`src/hw/mis_pkg.sv`:
```
// package: operation codes, flag layout, reset values and timing counts for the execution unit
package mis_pkg;

  localparam int DATA_W = 8;
  localparam int PC_W   = 13;
  localparam int WDT_W  = 8;
  localparam int PRE_W  = 8;

  // one instruction cycle of four system clocks
  localparam int           CLKS_PER_CYCLE = 4;
  localparam logic [1:0]   PHASE_LAST     = 2'h3;
  localparam logic [7:0]   WDT_CLEAR      = 8'h00;
  localparam logic [7:0]   PRE_CLEAR      = 8'h00;
  localparam logic [12:0]  PC_RESET       = 13'h0000;
  localparam logic [7:0]   ACC_RESET      = 8'h00;
  localparam logic [3:0]   BCD_LIMIT      = 4'h9;
  localparam logic [3:0]   BCD_ADJUST     = 4'h6;
  localparam logic [3:0]   PCL_ADDR       = 4'h6;

  typedef enum logic [4:0] {
    MIS_IDLE_OP,
    MIS_PRECLEAR_FIRST,
    MIS_PRECLEAR_SECOND,
    MIS_INVERT_MEMORY,
    MIS_INVERT_TO_ACC,
    MIS_DECIMAL_ADJUST,
    MIS_MINUS_ONE_MEM,
    MIS_MINUS_ONE_ACC,
    MIS_PLUS_ONE_MEM,
    MIS_PLUS_ONE_ACC,
    MIS_POWER_DOWN,
    MIS_DIRECT_BRANCH,
    MIS_COPY_MEM_TO_ACC,
    MIS_COPY_IMM_TO_ACC,
    MIS_COPY_ACC_TO_MEM,
    MIS_OR_MEM,
    MIS_OR_IMM,
    MIS_DISJUNCTION_TO_MEM,
    MIS_SUBROUTINE_EXIT,
    MIS_EXIT_WITH_CONST,
    MIS_INTERRUPT_EXIT,
    MIS_ROTATE_LEFT_MEM,
    MIS_ROTATE_LEFT_ACC
  } mis_op_t;

  // decoded instruction handed in by the fetch path
  typedef struct packed {
    mis_op_t     op;
    logic [7:0]  mem_addr;
    logic [7:0]  imm;
    logic [12:0] target;
  } mis_instr_t;

  typedef struct packed {
    logic watchdog_timeout_flag;
    logic power_down_flag;
    logic zero;
    logic carry;
    logic half_carry_flag;
  } mis_flags_t;

  localparam mis_flags_t FLAGS_RESET = '{default: 1'b0};

endpackage : mis_pkg

```
`src/hw/mis_decimal_adjust.sv`:
```
// decimal adjust of the accumulator after addition
`timescale 1ns/1ps
module mis_decimal_adjust (
  // operands
  input  wire logic [7:0] acc,
  input  wire logic       half_carry_flag,
  input  wire logic       carry_in,
  // result
  output logic      [7:0] result,
  output logic            carry_out
);

  logic       nibble_carry_internal;
  logic [4:0] low_sum;
  logic [4:0] high_base;
  logic [4:0] high_sum;

  always_comb begin
    low_sum               = {1'b0, acc[3:0]};
    nibble_carry_internal = 1'b0;
    if ((acc[3:0] > mis_pkg::BCD_LIMIT) || half_carry_flag) begin
      low_sum               = {1'b0, acc[3:0]} + {1'b0, mis_pkg::BCD_ADJUST};
      nibble_carry_internal = low_sum[4];
    end
    high_base = {1'b0, acc[7:4]} + {4'h0, nibble_carry_internal};
    high_sum  = high_base;
    carry_out = carry_in;
    if ((high_base > {1'b0, mis_pkg::BCD_LIMIT}) || carry_in) begin
      high_sum  = high_base + {1'b0, mis_pkg::BCD_ADJUST};
      carry_out = 1'b1;
    end
    result = {high_sum[3:0], low_sum[3:0]};
  end

endmodule : mis_decimal_adjust

```
`src/hw/mis_exec.sv`:
```
// execution unit for the watchdog, power-down, arithmetic, logic, move, branch and return operations
`timescale 1ns/1ps
// Summary of operation
// - watchdog and both flags clear only after both pre-clear operations ran
// - a lone pre-clear just records itself; watchdog and flags stay
// - invert memory writes the complemented byte back, zero flag only
// - invert to accumulator loads complement, zero flag, memory untouched
// - low nibble above 9 or half carry adds 6, nibble carry only when above 9
// - high nibble plus carry above 9 or carry adds 6, sets carry
// - decimal adjust writes memory byte; only carry flag may change
// - minus one reduces byte, zero flag; accumulator variant spares memory
// - plus one raises byte, zero flag; accumulator variant spares memory
// - power down stops execution, gates clock, keeps memory and registers
// - power down clears watchdog and prescaler, sets power flag, clears timeout
// - direct branch loads program counter from instruction, flags untouched
// - immediate load puts constant in accumulator; copies change no flags
// - idle operation only advances program counter, no flags change
// - disjunction into accumulator from memory or constant, zero flag only
// - disjunction to memory stores result in byte, zero flag only
// - subroutine exit restores counter from stack, two cycles, no flags
// - exit with constant restores counter and loads constant to accumulator
// - interrupt exit restores counter and sets global interrupt enable
// - rotate left in memory moves bit 7 into bit 0, no flags
// - rotate left to accumulator, memory and flags unchanged
// - writing the program counter low byte adds one extra cycle
module mis_exec (
  // clock and reset
  input  wire logic               clk,
  input  wire logic               rst_n,
  // instruction from fetch path
  input  wire logic               instr_valid,
  input  wire mis_pkg::mis_instr_t instr,
  input  wire logic [12:0]        stack_top,
  // data memory read
  input  wire logic [7:0]         mem_rdata,
  // wake-up and watchdog events
  input  wire logic               wake_up,
  input  wire logic               wdt_overflow,
  // data memory write
  output logic                    mem_we,
  output logic [7:0]              mem_waddr,
  output logic [7:0]              mem_wdata,
  // core state
  output logic [12:0]             pc,
  output logic [7:0]              acc,
  output mis_pkg::mis_flags_t     flags,
  output logic                    global_irq_enable,
  output logic                    stack_pop,
  // power and timing
  output logic                    instr_ready,
  output logic                    sys_clk_enable,
  output logic                    halted,
  output logic                    wdt_clear,
  output logic                    prescaler_clear,
  output logic                    preclear_first_seen,
  output logic                    preclear_second_seen
);

  typedef enum logic [1:0] {MIS_RUN, MIS_EXTRA, MIS_SLEEP} mis_phase_t;

  typedef struct packed {
    logic                rst_meta;
    logic                rst_sync;
    mis_phase_t          mode;
    logic [1:0]          clk_count;
    logic [12:0]         pc;
    logic [7:0]          acc;
    mis_pkg::mis_flags_t flags;
    logic                irq_en;
    logic                seen_first;
    logic                seen_second;
    logic                mem_we;
    logic [7:0]          mem_waddr;
    logic [7:0]          mem_wdata;
    logic                stack_pop;
    logic                wdt_clear;
    logic                pre_clear;
  } mis_state_t;

  mis_state_t st;
  mis_state_t next_st;
  logic       rst_meta_q;
  logic       rst_sync_q;
  logic [7:0] daa_result;
  logic       daa_carry;

  //////////////////////////////////////////////////////////////////////////////
  // reset release through two flops
  always_ff @(posedge clk or negedge rst_n) begin
    if (!rst_n) begin
      rst_meta_q <= 1'b0;
      rst_sync_q <= 1'b0;
    end else begin
      rst_meta_q <= 1'b1;
      rst_sync_q <= rst_meta_q;
    end
  end

  mis_decimal_adjust u_daa (
    .acc             (st.acc),
    .half_carry_flag (st.flags.half_carry_flag),
    .carry_in        (st.flags.carry),
    .result          (daa_result),
    .carry_out       (daa_carry)
  );

  function automatic logic is_zero(input logic [7:0] v);
    is_zero = (v == 8'h00);
  endfunction : is_zero

  //////////////////////////////////////////////////////////////////////////////
  // next-state logic
  always_comb begin
    logic       cycle_end;
    logic       acc_wr;
    logic [7:0] acc_val;
    logic       mem_wr;
    logic [7:0] mem_val;
    logic       pc_load;
    logic       extra;
    cycle_end  = (st.clk_count == mis_pkg::PHASE_LAST);
    acc_wr     = 1'b0;
    acc_val    = st.acc;
    mem_wr     = 1'b0;
    mem_val    = mem_rdata;
    pc_load    = 1'b0;
    extra      = 1'b0;
    next_st    = st;
    next_st.rst_meta  = 1'b0;
    next_st.rst_sync  = 1'b0;
    next_st.mem_we    = 1'b0;
    next_st.stack_pop = 1'b0;
    next_st.wdt_clear = 1'b0;
    next_st.pre_clear = 1'b0;
    if (wdt_overflow) begin
      next_st.flags.watchdog_timeout_flag = 1'b1;
    end
    case (st.mode)
      MIS_RUN: begin
        next_st.clk_count = st.clk_count + 2'h1;
        if (cycle_end && instr_valid) begin
          next_st.pc = st.pc + 13'h0001;
          case (instr.op)
            mis_pkg::MIS_PRECLEAR_FIRST, mis_pkg::MIS_PRECLEAR_SECOND: begin
              if ((instr.op == mis_pkg::MIS_PRECLEAR_FIRST && st.seen_second) ||
                  (instr.op == mis_pkg::MIS_PRECLEAR_SECOND && st.seen_first)) begin
                next_st.wdt_clear                   = 1'b1;
                next_st.flags.watchdog_timeout_flag = 1'b0;
                next_st.flags.power_down_flag       = 1'b0;
                next_st.seen_first                  = 1'b0;
                next_st.seen_second                 = 1'b0;
              end else if (instr.op == mis_pkg::MIS_PRECLEAR_FIRST) begin
                next_st.seen_first = 1'b1;
              end else begin
                next_st.seen_second = 1'b1;
              end
            end
            mis_pkg::MIS_INVERT_MEMORY: begin
              mem_wr  = 1'b1;
              mem_val = ~mem_rdata;
              next_st.flags.zero = is_zero(~mem_rdata);
            end
            mis_pkg::MIS_INVERT_TO_ACC: begin
              acc_wr  = 1'b1;
              acc_val = ~mem_rdata;
              next_st.flags.zero = is_zero(~mem_rdata);
            end
            mis_pkg::MIS_DECIMAL_ADJUST: begin
              mem_wr  = 1'b1;
              mem_val = daa_result;
              next_st.flags.carry = daa_carry;
            end
            mis_pkg::MIS_MINUS_ONE_MEM, mis_pkg::MIS_MINUS_ONE_ACC: begin
              mem_val = mem_rdata - 8'h01;
              acc_val = mem_val;
              mem_wr  = (instr.op == mis_pkg::MIS_MINUS_ONE_MEM);
              acc_wr  = !mem_wr;
              next_st.flags.zero = is_zero(mem_val);
            end
            mis_pkg::MIS_PLUS_ONE_MEM, mis_pkg::MIS_PLUS_ONE_ACC: begin
              mem_val = mem_rdata + 8'h01;
              acc_val = mem_val;
              mem_wr  = (instr.op == mis_pkg::MIS_PLUS_ONE_MEM);
              acc_wr  = !mem_wr;
              next_st.flags.zero = is_zero(mem_val);
            end
            mis_pkg::MIS_POWER_DOWN: begin
              next_st.mode                        = MIS_SLEEP;
              next_st.wdt_clear                   = 1'b1;
              next_st.pre_clear                   = 1'b1;
              next_st.flags.power_down_flag       = 1'b1;
              next_st.flags.watchdog_timeout_flag = 1'b0;
            end
            mis_pkg::MIS_DIRECT_BRANCH: begin
              next_st.pc = instr.target;
              pc_load    = 1'b1;
            end
            mis_pkg::MIS_COPY_MEM_TO_ACC: begin
              acc_wr  = 1'b1;
              acc_val = mem_rdata;
            end
            mis_pkg::MIS_COPY_IMM_TO_ACC: begin
              acc_wr  = 1'b1;
              acc_val = instr.imm;
            end
            mis_pkg::MIS_COPY_ACC_TO_MEM: begin
              mem_wr  = 1'b1;
              mem_val = st.acc;
            end
            mis_pkg::MIS_OR_MEM, mis_pkg::MIS_OR_IMM: begin
              acc_wr  = 1'b1;
              acc_val = st.acc | ((instr.op == mis_pkg::MIS_OR_IMM) ? instr.imm : mem_rdata);
              next_st.flags.zero = is_zero(acc_val);
            end
            mis_pkg::MIS_DISJUNCTION_TO_MEM: begin
              mem_wr  = 1'b1;
              mem_val = st.acc | mem_rdata;
              next_st.flags.zero = is_zero(mem_val);
            end
            mis_pkg::MIS_SUBROUTINE_EXIT, mis_pkg::MIS_EXIT_WITH_CONST, mis_pkg::MIS_INTERRUPT_EXIT: begin
              next_st.pc        = stack_top;
              next_st.stack_pop = 1'b1;
              pc_load           = 1'b1;
              if (instr.op == mis_pkg::MIS_EXIT_WITH_CONST) begin
                acc_wr  = 1'b1;
                acc_val = instr.imm;
              end
              if (instr.op == mis_pkg::MIS_INTERRUPT_EXIT) begin
                next_st.irq_en = 1'b1;
              end
            end
            mis_pkg::MIS_ROTATE_LEFT_MEM: begin
              mem_wr  = 1'b1;
              mem_val = {mem_rdata[6:0], mem_rdata[7]};
            end
            mis_pkg::MIS_ROTATE_LEFT_ACC: begin
              acc_wr  = 1'b1;
              acc_val = {mem_rdata[6:0], mem_rdata[7]};
            end
            default: begin
              // idle operation: counter advance only
            end
          endcase
          // low byte of the counter written through memory
          if (mem_wr && instr.mem_addr[3:0] == mis_pkg::PCL_ADDR && instr.mem_addr[7:4] == 4'h0) begin
            extra = 1'b1;
          end
          if (pc_load || extra) begin
            next_st.mode = MIS_EXTRA;
          end
          if (acc_wr) begin
            next_st.acc = acc_val;
          end
          next_st.mem_we    = mem_wr;
          next_st.mem_waddr = instr.mem_addr;
          next_st.mem_wdata = mem_val;
        end
      end
      MIS_EXTRA: begin
        next_st.clk_count = st.clk_count + 2'h1;
        if (cycle_end) begin
          next_st.mode = MIS_RUN;
        end
      end
      default: begin
        next_st.clk_count = 2'h0;
        if (wake_up) begin
          next_st.mode = MIS_RUN;
        end
      end
    endcase
  end

  //////////////////////////////////////////////////////////////////////////////
  // state register
  always_ff @(posedge clk or negedge rst_sync_q) begin
    if (!rst_sync_q) begin
      st           <= '0;
      st.mode      <= MIS_RUN;
      st.pc        <= mis_pkg::PC_RESET;
      st.acc       <= mis_pkg::ACC_RESET;
      st.flags     <= mis_pkg::FLAGS_RESET;
      st.mem_wdata <= mis_pkg::WDT_CLEAR;
    end else begin
      st <= next_st;
    end
  end

  assign mem_we               = st.mem_we;
  assign mem_waddr            = st.mem_waddr;
  assign mem_wdata            = st.mem_wdata;
  assign pc                   = st.pc;
  assign acc                  = st.acc;
  assign flags                = st.flags;
  assign global_irq_enable    = st.irq_en;
  assign stack_pop            = st.stack_pop;
  assign instr_ready          = (st.mode == MIS_RUN);
  assign sys_clk_enable       = (st.mode != MIS_SLEEP);
  assign halted               = (st.mode == MIS_SLEEP);
  assign wdt_clear            = st.wdt_clear;
  assign prescaler_clear      = st.pre_clear;
  assign preclear_first_seen  = st.seen_first;
  assign preclear_second_seen = st.seen_second;

  //////////////////////////////////////////////////////////////////////////////
  // checks
  a_preclear_pair: assert property (@(posedge clk) disable iff (!rst_sync_q)
    $rose(st.wdt_clear) && !$past(st.mode == MIS_RUN && instr.op == mis_pkg::MIS_POWER_DOWN)
      |-> !st.flags.power_down_flag && !st.seen_first && !st.seen_second)
    else $error("watchdog clear without flag clear");
  a_lone_record: assert property (@(posedge clk) disable iff (!rst_sync_q)
    $rose(st.seen_first) |-> !st.wdt_clear && $stable(st.flags.power_down_flag))
    else $error("lone pre-clear changed state");
  a_record_holds: assert property (@(posedge clk) disable iff (!rst_sync_q)
    st.seen_first && !st.wdt_clear ##1 !st.wdt_clear |-> st.seen_first)
    else $error("pre-clear record lost");
  a_sleep_entry: assert property (@(posedge clk) disable iff (!rst_sync_q)
    $rose(st.mode == MIS_SLEEP) |-> st.wdt_clear && st.pre_clear && st.flags.power_down_flag
      && !st.flags.watchdog_timeout_flag)
    else $error("power down entry wrong");
  a_sleep_stalls: assert property (@(posedge clk) disable iff (!rst_sync_q)
    st.mode == MIS_SLEEP && !wake_up |=> $stable(st.pc) && $stable(st.acc) && !sys_clk_enable)
    else $error("state moved while asleep");
  a_exit_pops: assert property (@(posedge clk) disable iff (!rst_sync_q)
    st.stack_pop |-> st.mode == MIS_EXTRA ##1 (st.mode == MIS_EXTRA) [*3])
    else $error("exit not two cycles");
  a_extra_len: assert property (@(posedge clk) disable iff (!rst_sync_q)
    $rose(st.mode == MIS_EXTRA) |-> (st.mode == MIS_EXTRA) [*4] ##1 st.mode == MIS_RUN)
    else $error("extra cycle length wrong");
  a_mem_write_one: assert property (@(posedge clk) disable iff (!rst_sync_q)
    st.mem_we |=> !st.mem_we)
    else $error("memory write longer than a pulse");

endmodule : mis_exec

```
`config.mk`:
```
export PLATFORM = sky130hd
export DESIGN_NAME = mis_exec
export DESIGN_NICKNAME = d
export VERILOG_FILES = /design/src/hw/mis_pkg.sv /design/src/hw/mis_decimal_adjust.sv /design/src/hw/mis_exec.sv
export SDC_FILE = /design/constraint.sdc
export NUM_CORES = 1
export LEC_CHECK = 0
export ABC_AREA = 1
export BUFFER_PORTS_ARGS = -buffer_cell sky130_fd_sc_hd__buf_2
export CAP_MARGIN = 20
export CORE_MARGIN = 2
export CORE_UTILIZATION = 50
export CTS_CLUSTER_DIAMETER = 50
export CTS_CLUSTER_SIZE = 8
export DETAILED_ROUTE_END_ITERATION = 8
export PLACE_DENSITY = 0.78
export SETUP_SLACK_MARGIN = 0.05
export SLEW_MARGIN = 5
export SYNTH_ARGS = -nofsm -noshare
export SYNTH_HDL_FRONTEND = slang
export SYNTH_SLANG_ARGS = --single-unit
```
`constraint.sdc`:
```
create_clock -name clk -period 1.5 [get_ports clk]
set_input_delay 0.15 -clock clk [delete_from_list [all_inputs] [get_ports clk]]
set_output_delay 0.15 -clock clk [all_outputs]
set_load 0.1 [all_outputs]
```
==> impl_metrics.env <==
export IMPL_finalMaxSlewViolations=0
export IMPL_cts_root_buf="clkbuf_8"
export IMPL_io_buffers=110
export IMPL_h_tree_depth=2
export IMPL_synth_edf_count=0
export IMPL_insertion_delay_ns=0.32
export IMPL_min_path_type="input port to flop"
export IMPL_maxCapViolCount=0
export IMPL_crit_fanout=4
export IMPL_worst_slack_ns=-0.418
export IMPL_syn_area_um2=4660
export IMPL_ys_flop_type="dfrtp_1"
export IMPL_clk_pin_slew_ns=0.11
export IMPL_grt_pass1_vias=5301
export IMPL_initial_core_util_pct=50.9
export IMPL_yosysMostFrequentCell="nand2_1"
export IMPL_crit_path_end_kind="flop"
export IMPL_async_flop_share_pct=100
export IMPL_slowest_stage="dfrtp_1"
export IMPL_p_leak_uw=0.00368
export IMPL_synth_avg_cell_area_um2=6.38
export IMPL_ant_nets=0
export IMPL_syn_inst=731
export IMPL_regArea_um2=1360
export IMPL_violations="setup timing"
export IMPL_areaGrowthSynthToFinish_pct=51.9
export IMPL_dieArea_um2=10100
export IMPL_min_to="mem_waddr[1]"
export IMPL_viasPerCell=5.63
export IMPL_fin_crit_ns=1.92
export IMPL_row_count=35
export IMPL_grt_pass1_wl_um=25200
export IMPL_timing_rr_end="mem_wdata[6]"
export IMPL_path_cells="nand2_2 -> nand2_4 -> ha_4 -> ha_4 -> xnor2_4 -> nand2_2 -> nand2_2 -> nand3_4 -> inv_4 -> nand2_2 -> nand3_2 -> nand2_1 -> nand2_1 -> nand2_1"
export IMPL_diodes=0
export IMPL_min_path_cells=3
export IMPL_hpwl_um=12200
export IMPL_startpoint_type="flop"
export IMPL_synthTopCellsByCount="nand2_1, nor2_1, inv_1, dfrtp_1, nand3_1"
export IMPL_critical_path_top_delay_family="simple AND/OR/NAND/NOR gates"
export IMPL_yosysTopAreaCellShare_pct=29.0
export IMPL_die_width_um=101
export IMPL_synth_area_top_cells="dfrtp_1, nand2_1, buf_4, nor2_1, nand3_1"
export IMPL_min_from="instr[22]"
export IMPL_worstPathArrival_ns=2.13
export IMPL_globalplace_congestion=0.992
export IMPL_setup_tns_final_ns=-3.83
export IMPL_cts_sinks=54
export IMPL_multi_input_area_um2=3160
export IMPL_cts_buffers=5
export IMPL_max_stage_delay_ns=0.43
export IMPL_power_density_nw_per_um2=1900
export IMPL_nNetsFinal=1005
export IMPL_ys_warn_count=0
export IMPL_crit_required_ns=1.72
export IMPL_setup_viol=33
export IMPL_firstDrtPassIters=5
export IMPL_status="finished, violations left"
export IMPL_hold_violations=0
export IMPL_clockBufferDepth=2
export IMPL_via_count=5894
export IMPL_place_ws_ns=-0.414
export IMPL_fin_util_pct=77.4
export IMPL_synth_distinct_cells=40
export IMPL_layout_worst_path_cycle_share_pct=128
export IMPL_syn_nets=801
export IMPL_gr_total_overflow=0
export IMPL_drc=0
export IMPL_crit_type="flop to flop"
export IMPL_drt_wirelength_per_cell_um=17.1
export IMPL_r2r_slack_ns=-0.42
export IMPL_skew_ns=0.0132
export IMPL_yosys_area_top_type="dfrtp_1"
export IMPL_placed_area_um2=6070
export IMPL_r2r_start="acc[3]"
export IMPL_drt_iter0_markers=429
export IMPL_crit_buf_inv=1
export IMPL_grt_start_max_net_pins=53
export IMPL_rsz0062_at_grt="true"
export IMPL_final_area_um2=7080
export IMPL_io_pins=112
export IMPL_cts_tree="done"
export IMPL_max_freq_mhz=521
export IMPL_core_area_um2=9150
export IMPL_antenna_found_initial=0
export IMPL_vdd_drop_max_mv=1.47
export IMPL_crit_top_cell="nand2_2"
export IMPL_drive_gt1_share_pct=42.6
export IMPL_nFillCells=643
export IMPL_drt_wl_total_um=17900
export IMPL_grt_usage_pct=31.5
export IMPL_ys_seq_area_share_pct=29.0
export IMPL_r2r_cells=14
export IMPL_ys_ff_latch=54
export IMPL_die_y_um=101
==> layout make-up <==
cell class	count	share of cell area [%]
Clock buffer	5	0.972
Tap cell	111	1.96
Sequential cell	54	19.1
Multi-Input combinational cell	541	44.6
Inverter	74	4.24
Timing Repair Buffer	259	28.4
Clock inverter	3	0.618
==> registers in the layout, indices dropped and copies added, names as in the netlist <==
| name | flops |
|---|---|
| wdt_clear | 1 |
| flags | 4 |
| stack_pop | 1 |
| global_irq_enable | 1 |
| preclear_second_seen | 1 |
| st | 4 |
| rst_meta_q | 1 |
| mem_we | 1 |
| rst_sync_q | 1 |
| acc | 8 |
| preclear_first_seen | 1 |
| prescaler_clear | 1 |
| pc | 13 |
| mem_wdata | 8 |
| mem_waddr | 8 |
==> per-stage QoR <==
step | hold slack [ns] | total power, µW | instances
after floorplan | -0.146 | 9160 | 731
after global placement | -0.0657 | 10200 | 1010
after detailed placement | -0.0643 | 10400 | 1010
after CTS | 0.0321 | 12100 | 1031
after global routing | 0.0616 | 14000 | 1047
final | 0.0537 | 13400 | 1047
==> power breakdown <==
| group | leakage (µW) | switching (µW) | total [µW] | internal (µW) |
|---|---|---|---|---|
| registers | 0.000660 | 488 | 2500 | 2010 |
| clock network | 0.0000585 | 535 | 1040 | 502 |
| logic | 0.00296 | 6880 | 9910 | 3030 |
| total | 0.00368 | 7900 | 13400 | 5550 |
==> repair_timing <==
action                                  in CTS  in global routing
hold buffers                                 1                  0
gates resized for setup                     46                104
pin swaps                                   23                 25
endpoints found under the setup margin      27                 56
cloned                                       2                  4
endpoints found under the hold margin        2                  0
buffers inserted                            12                 12
==> worst min-delay path, stage by stage <==
cell and delay [ns]:
buf_2 0.10, nand2_2 0.05, nand2_1 0.05
==> cells by family after synthesis <==
kind of cell | Yosys count | synth area share (%)
compound gates | 108 | 13.7
flops | 54 | 29.0
buf+inv | 136 | 14.9
fa+ha+maj | 10 | 2.68
other cells | 2 | 0.161
xor+xnor | 10 | 1.88
simple gates | 411 | 37.7
==> how the worst max path moves through the flow <==
stage,from,end,slack (ns),depth (start not counted)
after floorplan,acc[1],mem_wdata[7],-0.28,14
after global placement,acc[3],mem_wdata[7],-0.28,14
after detailed placement,acc[3],mem_wdata[6],-0.41,14
after CTS,acc[3],mem_wdata[6],-0.34,14
after global routing,acc[3],mem_wdata[6],-0.53,14
final,acc[3],mem_wdata[6],-0.42,14
==> routing by layer <==
metal	part of all wire (%)	global-route usage [%]	wire, µm	up-vias
met5	0	0	0	-
met4	3.3	8.96	595	0
met3	9.3	7.14	1660	66
met2	48	51.8	8560	365
met1	39	41.5	7060	2710
li1	-	-	-	2753
==> layout by cell type, fill, tap and decap left out, drive strengths merged, types with 2 or more instances in the layout <==
master / Yosys / routed
buf: 51 / 250
nor2: 84 / 84
dfrtp: 54 / 54
ha: 10 / 10
o21ai: 42 / 42
xor2: 5 / 5
or2: 2 / 2
clkinv: 1 / 3
clkbuf: 11 / 13
o2111ai: 4 / 4
a22oi: 15 / 15
a21oi: 22 / 22
inv: 73 / 73
nand3b: 4 / 4
nand2: 234 / 234
o211ai: 3 / 3
nand4: 13 / 13
nand3: 55 / 55
a31oi: 7 / 7
nor3: 18 / 18
conb: 2 / 2
o22ai: 9 / 9
a21boi: 2 / 2
xnor2: 5 / 5
No activity file was read; power rests on OpenSTA's default activity.
